File: src/prs_regs.vh
// constants of the pressure sensor serial target
`ifndef PRS_REGS_VH
`define PRS_REGS_VH
// clock period and start-up times
`define PRS_CLK_NS 4
`define PRS_T_CMD_NS 1000000
`define PRS_T_MEAS_NS 2500000
// start-up times counted in clock cycles
`define PRS_CMD_CYC 20'h3D090
`define PRS_MEAS_CYC 20'h98968
// target addresses
`define PRS_ADDR_DEFAULT 7'h18
`define PRS_ADDR_ALT0 7'h08
`define PRS_ADDR_ALT1 7'h28
`define PRS_ADDR_ALT2 7'h38
`define PRS_ADDR_ALT3 7'h48
`define PRS_ADDR_ALT4 7'h58
`define PRS_ADDR_ALT5 7'h68
`define PRS_ADDR_ALT6 7'h78
// measurement command bytes
`define PRS_CMD_MEAS 8'hAA
`define PRS_CMD_DATA 8'h00
`define PRS_CMD_LEN 2'h3
// measurement_status fields
`define PRS_ST_POWER 6
`define PRS_ST_BUSY 5
`define PRS_ST_MEMERR 2
`define PRS_ST_SAT 0
`define PRS_ST_RESET 8'h00
// read frame
`define PRS_RD_LEN 3'h4
`define PRS_RD_IDLE 8'hFF
// result fifo
`define PRS_RES_W 25
`define PRS_RES_D 16
`endif

File: src/prs_i2c_target.v
// serial target of the pressure sensor with its result fifo
// How it works
// - first command accepted once supply is good for 1 ms.
// - first measurement may start once supply is good for 2.5 ms.
// - clear pin pulse resets bus and measurement state (not the result fifo) and reruns power-up sequence.
// - clear pin active low; only high-low-high pulse triggers the reset.
// - pure bus target; never starts a transfer.
// - answers its own 7-bit address, default 0x18.
// - address selectable among 0x08,0x28,0x38,0x48,0x58,0x68,0x78.
// - read: start, address, read bit; ack, then up to 4 bytes.
// - read returns status byte first, then 24-bit pressure.
// - status bit 6 shows power; bits 7,4,3,1 read zero.
// - status bit 5 busy until the last command's result is ready.
// - commands arriving while busy are dropped.
// - status bit 2 is memory checksum fail, taken at power-up only.
// - status bit 0 flags arithmetic saturation of the result.
// - command leaves standby; back to standby after the measurement.
// - handles 100 and 400 kbit/s bus rates.
`timescale 1ns/1ps
`include "prs_regs.vh"

module prs_fifo #(
  parameter W = 25,
  parameter D = 16,
  parameter AW = 4
) (
  // clock and reset
  input wire mclk_i,
  input wire rst_i,
  input wire ce_i,
  // fill side
  input wire in_valid_i,
  input wire [W-1:0] in_data_i,
  output wire in_ready_o,
  // drain side
  output wire out_valid_o,
  output wire [W-1:0] out_data_o,
  input wire out_ready_i
);
  reg [W-1:0] mem [0:D-1];
  reg [AW-1:0] wp_ff;
  reg [AW-1:0] rp_ff;
  reg [AW:0] cnt_ff;
  reg nfull_ff;
  reg nempty_ff;
  wire push = in_valid_i & nfull_ff;
  wire pop = out_ready_i & nempty_ff;
  wire [AW:0] nxt_cnt = cnt_ff + {{AW{1'b0}}, push} - {{AW{1'b0}}, pop};
  assign in_ready_o = nfull_ff;
  assign out_valid_o = nempty_ff;
  assign out_data_o = mem[rp_ff];
  always @(posedge mclk_i) begin
    if (ce_i && push) begin
      mem[wp_ff] <= in_data_i;
    end
  end
  always @(posedge mclk_i or posedge rst_i) begin
    if (rst_i) begin
      wp_ff <= {AW{1'b0}};
      rp_ff <= {AW{1'b0}};
      cnt_ff <= {(AW+1){1'b0}};
      nfull_ff <= 1'b1;
      nempty_ff <= 1'b0;
    end else if (ce_i) begin
      if (push) begin
        wp_ff <= (wp_ff == D - 1) ? {AW{1'b0}} : wp_ff + 1'b1;
      end
      if (pop) begin
        rp_ff <= (rp_ff == D - 1) ? {AW{1'b0}} : rp_ff + 1'b1;
      end
      cnt_ff <= nxt_cnt;
      nfull_ff <= (nxt_cnt != D);
      nempty_ff <= (nxt_cnt != {(AW+1){1'b0}});
    end
  end
endmodule

module prs_i2c_target #(
  parameter [19:0] CMD_CYC = `PRS_CMD_CYC,
  parameter [19:0] MEAS_CYC = `PRS_MEAS_CYC,
  parameter RES_W = `PRS_RES_W,
  parameter RES_D = `PRS_RES_D
) (
  // clock, reset, enable
  input wire mclk_i,
  input wire rst_i,
  input wire ce_i,
  // pins
  input wire supply_rail_ok_i,
  input wire external_clear_pin_n_i,
  input wire [2:0] addr_sel_i,
  input wire scl_i,
  input wire sda_i,
  output reg sda_o,
  output reg sda_oe_o,
  // conversion side
  input wire mem_check_ok_i,
  input wire res_valid_i,
  input wire [RES_W-1:0] res_data_i,
  output wire res_ready_o,
  output reg meas_start_o,
  output reg operating_o
);
  localparam [2:0] S_IDLE = 3'h0;
  localparam [2:0] S_ADDR = 3'h1;
  localparam [2:0] S_AACK = 3'h2;
  localparam [2:0] S_WR = 3'h3;
  localparam [2:0] S_WACK = 3'h4;
  localparam [2:0] S_RD = 3'h5;
  localparam [2:0] S_RACK = 3'h6;

  // pin synchronisers
  reg [1:0] scl_s_ff;
  reg [1:0] sda_s_ff;
  reg [1:0] sup_s_ff;
  reg [1:0] clr_s_ff;
  reg [5:0] asel_s1_ff;
  reg scl_d_ff;
  reg sda_d_ff;
  reg clr_d_ff;
  // power-up and measurement state
  reg [19:0] pu_cnt_ff;
  reg mem_err_ff;
  reg busy_ff;
  reg started_ff;
  reg sat_ff;
  reg [23:0] press_ff;
  // bus engine
  reg [2:0] st_ff;
  reg [3:0] bit_ff;
  reg [7:0] sh_ff;
  reg rw_ff;
  reg nack_ff;
  reg [2:0] idx_ff;
  reg [1:0] nwr_ff;
  reg cmd_bad_ff;

  wire scl = scl_s_ff[1];
  wire sda = sda_s_ff[1];
  wire [2:0] asel = asel_s1_ff[5:3];
  wire scl_rise = scl & ~scl_d_ff;
  wire scl_fall = ~scl & scl_d_ff;
  wire start_c = scl & scl_d_ff & sda_d_ff & ~sda;
  wire stop_c = scl & scl_d_ff & ~sda_d_ff & sda;
  // rising edge of the clear pin after a low phase means a complete pulse
  wire clr_pulse = clr_s_ff[1] & ~clr_d_ff;
  wire powered = sup_s_ff[1];
  wire cmd_ok = powered & (pu_cnt_ff >= CMD_CYC);
  wire meas_ok = powered & (pu_cnt_ff >= MEAS_CYC);
  wire [7:0] status = {1'b0, powered, busy_ff, 2'b00, mem_err_ff, 1'b0, sat_ff};
  wire [6:0] my_addr;
  wire fifo_valid;
  wire [RES_W-1:0] fifo_data;
  wire take_res = busy_ff & started_ff & fifo_valid;

  function [6:0] addr_of;
    input [2:0] sel;
    begin
      case (sel)
        3'h1: addr_of = `PRS_ADDR_ALT0;
        3'h2: addr_of = `PRS_ADDR_ALT1;
        3'h3: addr_of = `PRS_ADDR_ALT2;
        3'h4: addr_of = `PRS_ADDR_ALT3;
        3'h5: addr_of = `PRS_ADDR_ALT4;
        3'h6: addr_of = `PRS_ADDR_ALT5;
        3'h7: addr_of = `PRS_ADDR_ALT6;
        default: addr_of = `PRS_ADDR_DEFAULT;
      endcase
    end
  endfunction

  // bytes past the fourth read as released bus
  function [7:0] byte_of;
    input [2:0] i;
    input [7:0] s;
    input [23:0] p;
    begin
      case (i)
        3'h0: byte_of = s;
        3'h1: byte_of = p[23:16];
        3'h2: byte_of = p[15:8];
        3'h3: byte_of = p[7:0];
        default: byte_of = `PRS_RD_IDLE;
      endcase
    end
  endfunction

  assign my_addr = addr_of(asel);
  wire [7:0] nxt_byte = byte_of(idx_ff + 3'h1, status, press_ff);

  prs_fifo #(
    .W(RES_W),
    .D(RES_D),
    .AW(4)
  ) u_fifo (
    .mclk_i(mclk_i),
    .rst_i(rst_i),
    .ce_i(ce_i),
    .in_valid_i(res_valid_i),
    .in_data_i(res_data_i),
    .in_ready_o(res_ready_o),
    .out_valid_o(fifo_valid),
    .out_data_o(fifo_data),
    .out_ready_i(take_res)
  );

  // synchronisers; the first stage feeds only the second
  always @(posedge mclk_i or posedge rst_i) begin
    if (rst_i) begin
      scl_s_ff <= 2'h3;
      sda_s_ff <= 2'h3;
      sup_s_ff <= 2'h0;
      clr_s_ff <= 2'h3;
      asel_s1_ff <= 6'h00;
      scl_d_ff <= 1'b1;
      sda_d_ff <= 1'b1;
      clr_d_ff <= 1'b1;
    end else if (ce_i) begin
      scl_s_ff <= {scl_s_ff[0], scl_i};
      sda_s_ff <= {sda_s_ff[0], sda_i};
      sup_s_ff <= {sup_s_ff[0], supply_rail_ok_i};
      clr_s_ff <= {clr_s_ff[0], external_clear_pin_n_i};
      asel_s1_ff <= {asel_s1_ff[2:0], addr_sel_i};
      scl_d_ff <= scl;
      sda_d_ff <= sda;
      clr_d_ff <= clr_s_ff[1];
    end
  end

  // power-up sequence and measurement control
  always @(posedge mclk_i or posedge rst_i) begin
    if (rst_i) begin
      pu_cnt_ff <= 20'h00000;
      mem_err_ff <= 1'b0;
      busy_ff <= 1'b0;
      started_ff <= 1'b0;
      sat_ff <= 1'b0;
      press_ff <= 24'h000000;
      meas_start_o <= 1'b0;
      operating_o <= 1'b0;
    end else if (ce_i) begin
      meas_start_o <= 1'b0;
      if (clr_pulse || !powered) begin
        // same state as power-on: sequence restarts from zero
        pu_cnt_ff <= 20'h00000;
        mem_err_ff <= 1'b0;
        busy_ff <= 1'b0;
        started_ff <= 1'b0;
        sat_ff <= 1'b0;
        press_ff <= 24'h000000;
        operating_o <= 1'b0;
      end else begin
        if (pu_cnt_ff < MEAS_CYC) begin
          pu_cnt_ff <= pu_cnt_ff + 20'h00001;
        end
        // checksum result caught once, when commands become legal
        if (pu_cnt_ff == CMD_CYC - 20'h00001) begin
          mem_err_ff <= ~mem_check_ok_i;
        end
        // the scl rise ahead of the stop has already counted one bit
        if (stop_c && st_ff == S_WR && nwr_ff == `PRS_CMD_LEN && !cmd_bad_ff && bit_ff == 4'h1
            && cmd_ok && !busy_ff) begin
          busy_ff <= 1'b1;
          operating_o <= 1'b1;
        end
        if (busy_ff && !started_ff && meas_ok) begin
          started_ff <= 1'b1;
          meas_start_o <= 1'b1;
        end
        if (take_res) begin
          press_ff <= fifo_data[23:0];
          sat_ff <= fifo_data[24];
          busy_ff <= 1'b0;
          started_ff <= 1'b0;
          operating_o <= 1'b0;
        end
      end
    end
  end

  // bus engine: reacts to clear pulse, power loss, and start, stop and scl edges from the controller
  always @(posedge mclk_i or posedge rst_i) begin
    if (rst_i) begin
      st_ff <= S_IDLE;
      bit_ff <= 4'h0;
      sh_ff <= 8'h00;
      rw_ff <= 1'b0;
      nack_ff <= 1'b0;
      idx_ff <= 3'h0;
      nwr_ff <= 2'h0;
      cmd_bad_ff <= 1'b0;
      sda_o <= 1'b0;
      sda_oe_o <= 1'b0;
    end else if (ce_i) begin
      sda_o <= 1'b0;
      if (clr_pulse || !powered) begin
        st_ff <= S_IDLE;
        sda_oe_o <= 1'b0;
      end else if (start_c) begin
        st_ff <= S_ADDR;
        bit_ff <= 4'h0;
        nwr_ff <= 2'h0;
        cmd_bad_ff <= 1'b0;
        sda_oe_o <= 1'b0;
      end else if (stop_c) begin
        st_ff <= S_IDLE;
        sda_oe_o <= 1'b0;
      end else begin
        case (st_ff)
          S_ADDR: begin
            if (scl_rise) begin
              sh_ff <= {sh_ff[6:0], sda};
              bit_ff <= bit_ff + 4'h1;
            end else if (scl_fall && bit_ff == 4'h8) begin
              if (sh_ff[7:1] == my_addr && cmd_ok) begin
                rw_ff <= sh_ff[0];
                sda_oe_o <= 1'b1;
                st_ff <= S_AACK;
              end else begin
                st_ff <= S_IDLE;
              end
            end
          end
          S_AACK: begin
            if (scl_fall) begin
              bit_ff <= 4'h0;
              if (rw_ff) begin
                idx_ff <= 3'h0;
                sh_ff <= status;
                sda_oe_o <= ~status[7];
                st_ff <= S_RD;
              end else begin
                sda_oe_o <= 1'b0;
                st_ff <= S_WR;
              end
            end
          end
          S_WR: begin
            if (scl_rise) begin
              sh_ff <= {sh_ff[6:0], sda};
              bit_ff <= bit_ff + 4'h1;
            end else if (scl_fall && bit_ff == 4'h8) begin
              if (nwr_ff == 2'h0 && sh_ff != `PRS_CMD_MEAS) begin
                cmd_bad_ff <= 1'b1;
              end
              if (nwr_ff != 2'h0 && sh_ff != `PRS_CMD_DATA) begin
                cmd_bad_ff <= 1'b1;
              end
              if (nwr_ff == `PRS_CMD_LEN) begin
                cmd_bad_ff <= 1'b1;
              end else begin
                nwr_ff <= nwr_ff + 2'h1;
              end
              sda_oe_o <= 1'b1;
              st_ff <= S_WACK;
            end
          end
          S_WACK: begin
            if (scl_fall) begin
              sda_oe_o <= 1'b0;
              bit_ff <= 4'h0;
              st_ff <= S_WR;
            end
          end
          S_RD: begin
            if (scl_rise) begin
              bit_ff <= bit_ff + 4'h1;
            end else if (scl_fall) begin
              if (bit_ff == 4'h8) begin
                sda_oe_o <= 1'b0;
                st_ff <= S_RACK;
              end else begin
                sh_ff <= {sh_ff[6:0], 1'b0};
                sda_oe_o <= ~sh_ff[6];
              end
            end
          end
          S_RACK: begin
            if (scl_rise) begin
              nack_ff <= sda;
            end else if (scl_fall) begin
              bit_ff <= 4'h0;
              if (!nack_ff) begin
                // the byte index holds after four bytes; further bytes are released
                idx_ff <= (idx_ff == `PRS_RD_LEN) ? idx_ff : idx_ff + 3'h1;
                sh_ff <= nxt_byte;
                sda_oe_o <= ~nxt_byte[7];
                st_ff <= S_RD;
              end else begin
                st_ff <= S_IDLE;
              end
            end
          end
          default: begin
            sda_oe_o <= 1'b0;
          end
        endcase
      end
    end
  end
endmodule

File: config.mk
export PLATFORM = sky130hd
export DESIGN_NAME = prs_i2c_target
export DESIGN_NICKNAME = d
export VERILOG_FILES = /design/src/prs_i2c_target.v
export VERILOG_INCLUDE_DIRS = /design/src
export SDC_FILE = /design/constraint.sdc
export NUM_CORES = 1
export LEC_CHECK = 0
export ABC_AREA = 1
export CAP_MARGIN = 30
export CORE_MARGIN = 2
export CORE_UTILIZATION = 57
export DETAILED_ROUTE_END_ITERATION = 6
export DONT_BUFFER_PORTS = 1
export PLACE_DENSITY_LB_ADDON = 0.15
export SLEW_MARGIN = 5
export SYNTH_ARGS = -nofsm -noshare
export SYNTH_HDL_FRONTEND = slang
export SYNTH_SLANG_ARGS = --single-unit
export TNS_END_PERCENT = 5
File: constraint.sdc
create_clock -name mclk_i -period 3.3 [get_ports mclk_i]
set_input_delay 0.495 -clock mclk_i [delete_from_list [all_inputs] [get_ports mclk_i]]
set_output_delay 0.495 -clock mclk_i [all_outputs]
set_load 0.1 [all_outputs]
==> results.toml <==
[sta]
final_max_slew_viol_count = 0
setup_slack_ns = 0.789
whs_ns = 0.0260
maxSlewHeadroom = 0.366
layout_min_cycle_time_ns = 2.51
finalSetupTns_ns = 0
setup_viol = 0
fin_crit_sh = 0.761
rsz0062_at_grt = "false"
hold_viol = 0
max_freq_mhz = 398
skew_ns = 0.0191
worstMarginPinSlew_ns = 0.949

[power_and_ir_drop]
pwr_density_cell_nw_per_um2 = 630
cell_internal_pwr_mw = 11.4
p_seq_frac = 0.485
power_mw = 15.6
switching_share = 0.268
power_frac_clock = 0.379
leakage_nw = 9.17
combPwrFrac = 0.136
peakVddDrop_uv = 450
p_switching_mw = 4.19

[critical_path]
worstPathArrival_ns = 2.73
crit_buf_inv = 0
path_class = "flip-flop to flip-flop"
cpMostUsedCell = "nand2_1"
critPathLaunch = "u_fifo.in_ready_o$_DFFE_PP1P_"
start_kind = "flip-flop"
path_delay_family = "simple AND/OR/NAND/NOR gates"
critPathRequiredTime_ns = 3.51
critPathSlowestCell = "nor2_4"
endpoint_kind = "flip-flop"
critPathMaxStageDelay_ns = 0.82
reg2reg_from = "u_fifo.in_ready_o$_DFFE_PP1P_"
path_cells = "nand2_1, nor2_2, nand2_1, nor2_4"
crit_path_max_fanout = 25

[floorplan]
die_x_um = 201
start_util = 0.574
rows = 72
chipHeight_um = 201
ios = 42
coreArea_um2 = 38500
die_area_um2 = 40400

[global_route]
grt_pass1_vias = 14700
grt_use_total = 0.264
grt-busiest-layer = "met2"
grt_pass1_wl_mm = 83.0
use_met2 = 0.423
grt-ovfl-total = 0
grt_max_degree = 126
grtUsageMet3 = 0.0435
antenna_found_initial = 1
grtUsageMet1 = 0.365

[clock_tree]
cts_buffers = 51
cts_tree = "built"
cts.htree.levels = 2
clock-sinks = 505
post-cts-setup-buffers = 0
clockBufferDepth = 3
clkSlewWorstSetupHoldPaths_ns = 0.06
insertion_delay_ns = 0.60
root_buffer = "clkbuf_16"

[final_layout]
syn_to_final_growth_pct = 12.3
utilization = 0.645
num-nets-final = 2131
stdcell_count = 2633
fin_area_um2 = 24800
final_layout_size_suffix_gt1_frac = 0.0894

[detailed_routing]
vias = 15000
drc = 0
ant_nets = 0
routed_via_density = 5.69
drtPass1Iterations = 7
wl_per_cell_um = 19.9
drt_iter0_drc = 1236
routed_wl_mm = 52.3

[placed_design]
placed_cell_area_um2 = 22800
gp_congestion = 0.869
post-place-cells = 2504
hpwlAfterDp_mm = 32.0
pre_cts_ws_ns = 0.726
io_buffers = 0

[run_status]
status = "completed"

[worst_hold_path]
hp-class = "primary input to flip-flop"
hp-start = "addr_sel_i[0]"

[logic_synthesis]
syn_area_um2 = 22100
ys_seq_area_frac = 0.663
ys_dominant_reg_cell = "edfxtp_1"
synth_edf_count = 400
ys_seq_elements = 505
async_reset_ff_frac = 0.208
yosysTopAreaCellShare = 0.544
yosys-top-cells-area = "edfxtp_1 (54%), dfrtp_1 (11%), nand2_1 (6.9%)"
yosysTopAreaCell = "edfxtp_1"
netlist_instances = 2045
avgSynthCellArea_um2 = 10.8
ys_warn_count = 0
mappedNetlistNets = 2105
ys_types = 48
synth.most_common_cell = "nand2_1"
synth_common_cells = "nand2_1 (404), edfxtp_1 (400), nor2_1 (349), o21ai_0 (217), nand3_1 (104)"

[flow_run]
max-cap-violations = 0
-- path summary, 6_finish.rpt --
kind / endpoint / slack [ns] / cells after the start
setup / recovery: u_fifo.mem[0][22]$_DFFE_PP_ / 0.79 / 4
hold / removal: asel_s1_ff[0]$_DFFE_PP0P_ / 0.03 / 2
setup reg to reg: u_fifo.mem[0][22]$_DFFE_PP_ / 0.79 / 4
hold reg to reg: scl_s_ff[0]$_DFFE_PP1P_ / 0.47 / 2
max in group asynchronous: sda_d_ff$_DFFE_PP1P_ / 1.97 / 3
min in group asynchronous: pu_cnt_ff[3]$_DFFE_PP0P_ / 0.55 / 2
-- cell type report --
| class | instances | area, µm² |
|---|---|---|
| inverter | 95 | 362 |
| multi-input combinational | 1347 | 6690 |
| clock inverter | 32 | 364 |
| antenna | 1 | 2.50 |
| tap | 518 | 648 |
| sequential | 505 | 14700 |
| fill | 3054 | 13600 |
| timing repair buffer | 71 | 726 |
| clock buffer | 64 | 1370 |
-- kinds of logic (layout without fill, tap and decap cells) --
logic type               Yosys count  count (layout)  synth area share
multiplexers                      35              35            0.0159
AO/OA/AOI/OAI                    347             347            0.0878
XOR/XNOR                          24              24           0.00951
AND/OR/NAND/NOR                  917             917             0.171
buffers and inverters            193             262            0.0396
other                              1               2          0.000170
flip-flops                       505             505             0.663
adder cells (fa/ha/maj)           23              23            0.0134
-- state kept, by name (all words and copies together), names as in the netlist, 5 cells and up --
signal / flops
asel_s1_ff: 6
press_ff: 24
pu_cnt_ff: 20
sh_ff: 8
u_fifo.cnt_ff: 5
u_fifo.mem: 400
-- layout by cell type, fill, tap and decap left out, types with 21 or more instances in the layout --
master | netlist | final
clkbuf_16 | 0 | 52
nor2_1 | 349 | 332
dfrtp_1 | 95 | 93
o211ai_1 | 43 | 43
nand3_1 | 104 | 104
nor2_4 | 5 | 21
edfxtp_1 | 400 | 400
inv_1 | 79 | 78
dlygate4sd3_1 | 0 | 32
buf_4 | 7 | 30
o21ai_0 | 217 | 217
nand2_1 | 404 | 404
ha_1 | 22 | 22
o22ai_1 | 37 | 37
mux2i_1 | 34 | 34
-- layer usage --
metal	wire length, µm	up-vias
met2	24800	475
met4	1820	0
met3	3350	107
met5	0	-
li1	-	7144
met1	22300	7251
-- power groups by stage --
stage	clock network, mW	registers [mW]	logic, mW
2_1_floorplan	0	7.65	1.46
3_3_place_gp	0	7.69	1.98
3_5_place_dp	0	7.70	2.02
4_1_cts	6.03	7.57	2.14
5_1_grt	6.27	7.62	2.39
6_report	5.93	7.58	2.13
-- what timing repair did --
action / 4_1_cts / 5_1_grt
endpoints found under the setup margin: 0 / 0
hold endpoints to repair: 473 / 0
hold buffers: 32 / 0
gates resized for setup: 0 / 0
Power figures use the tool's default switching activity.
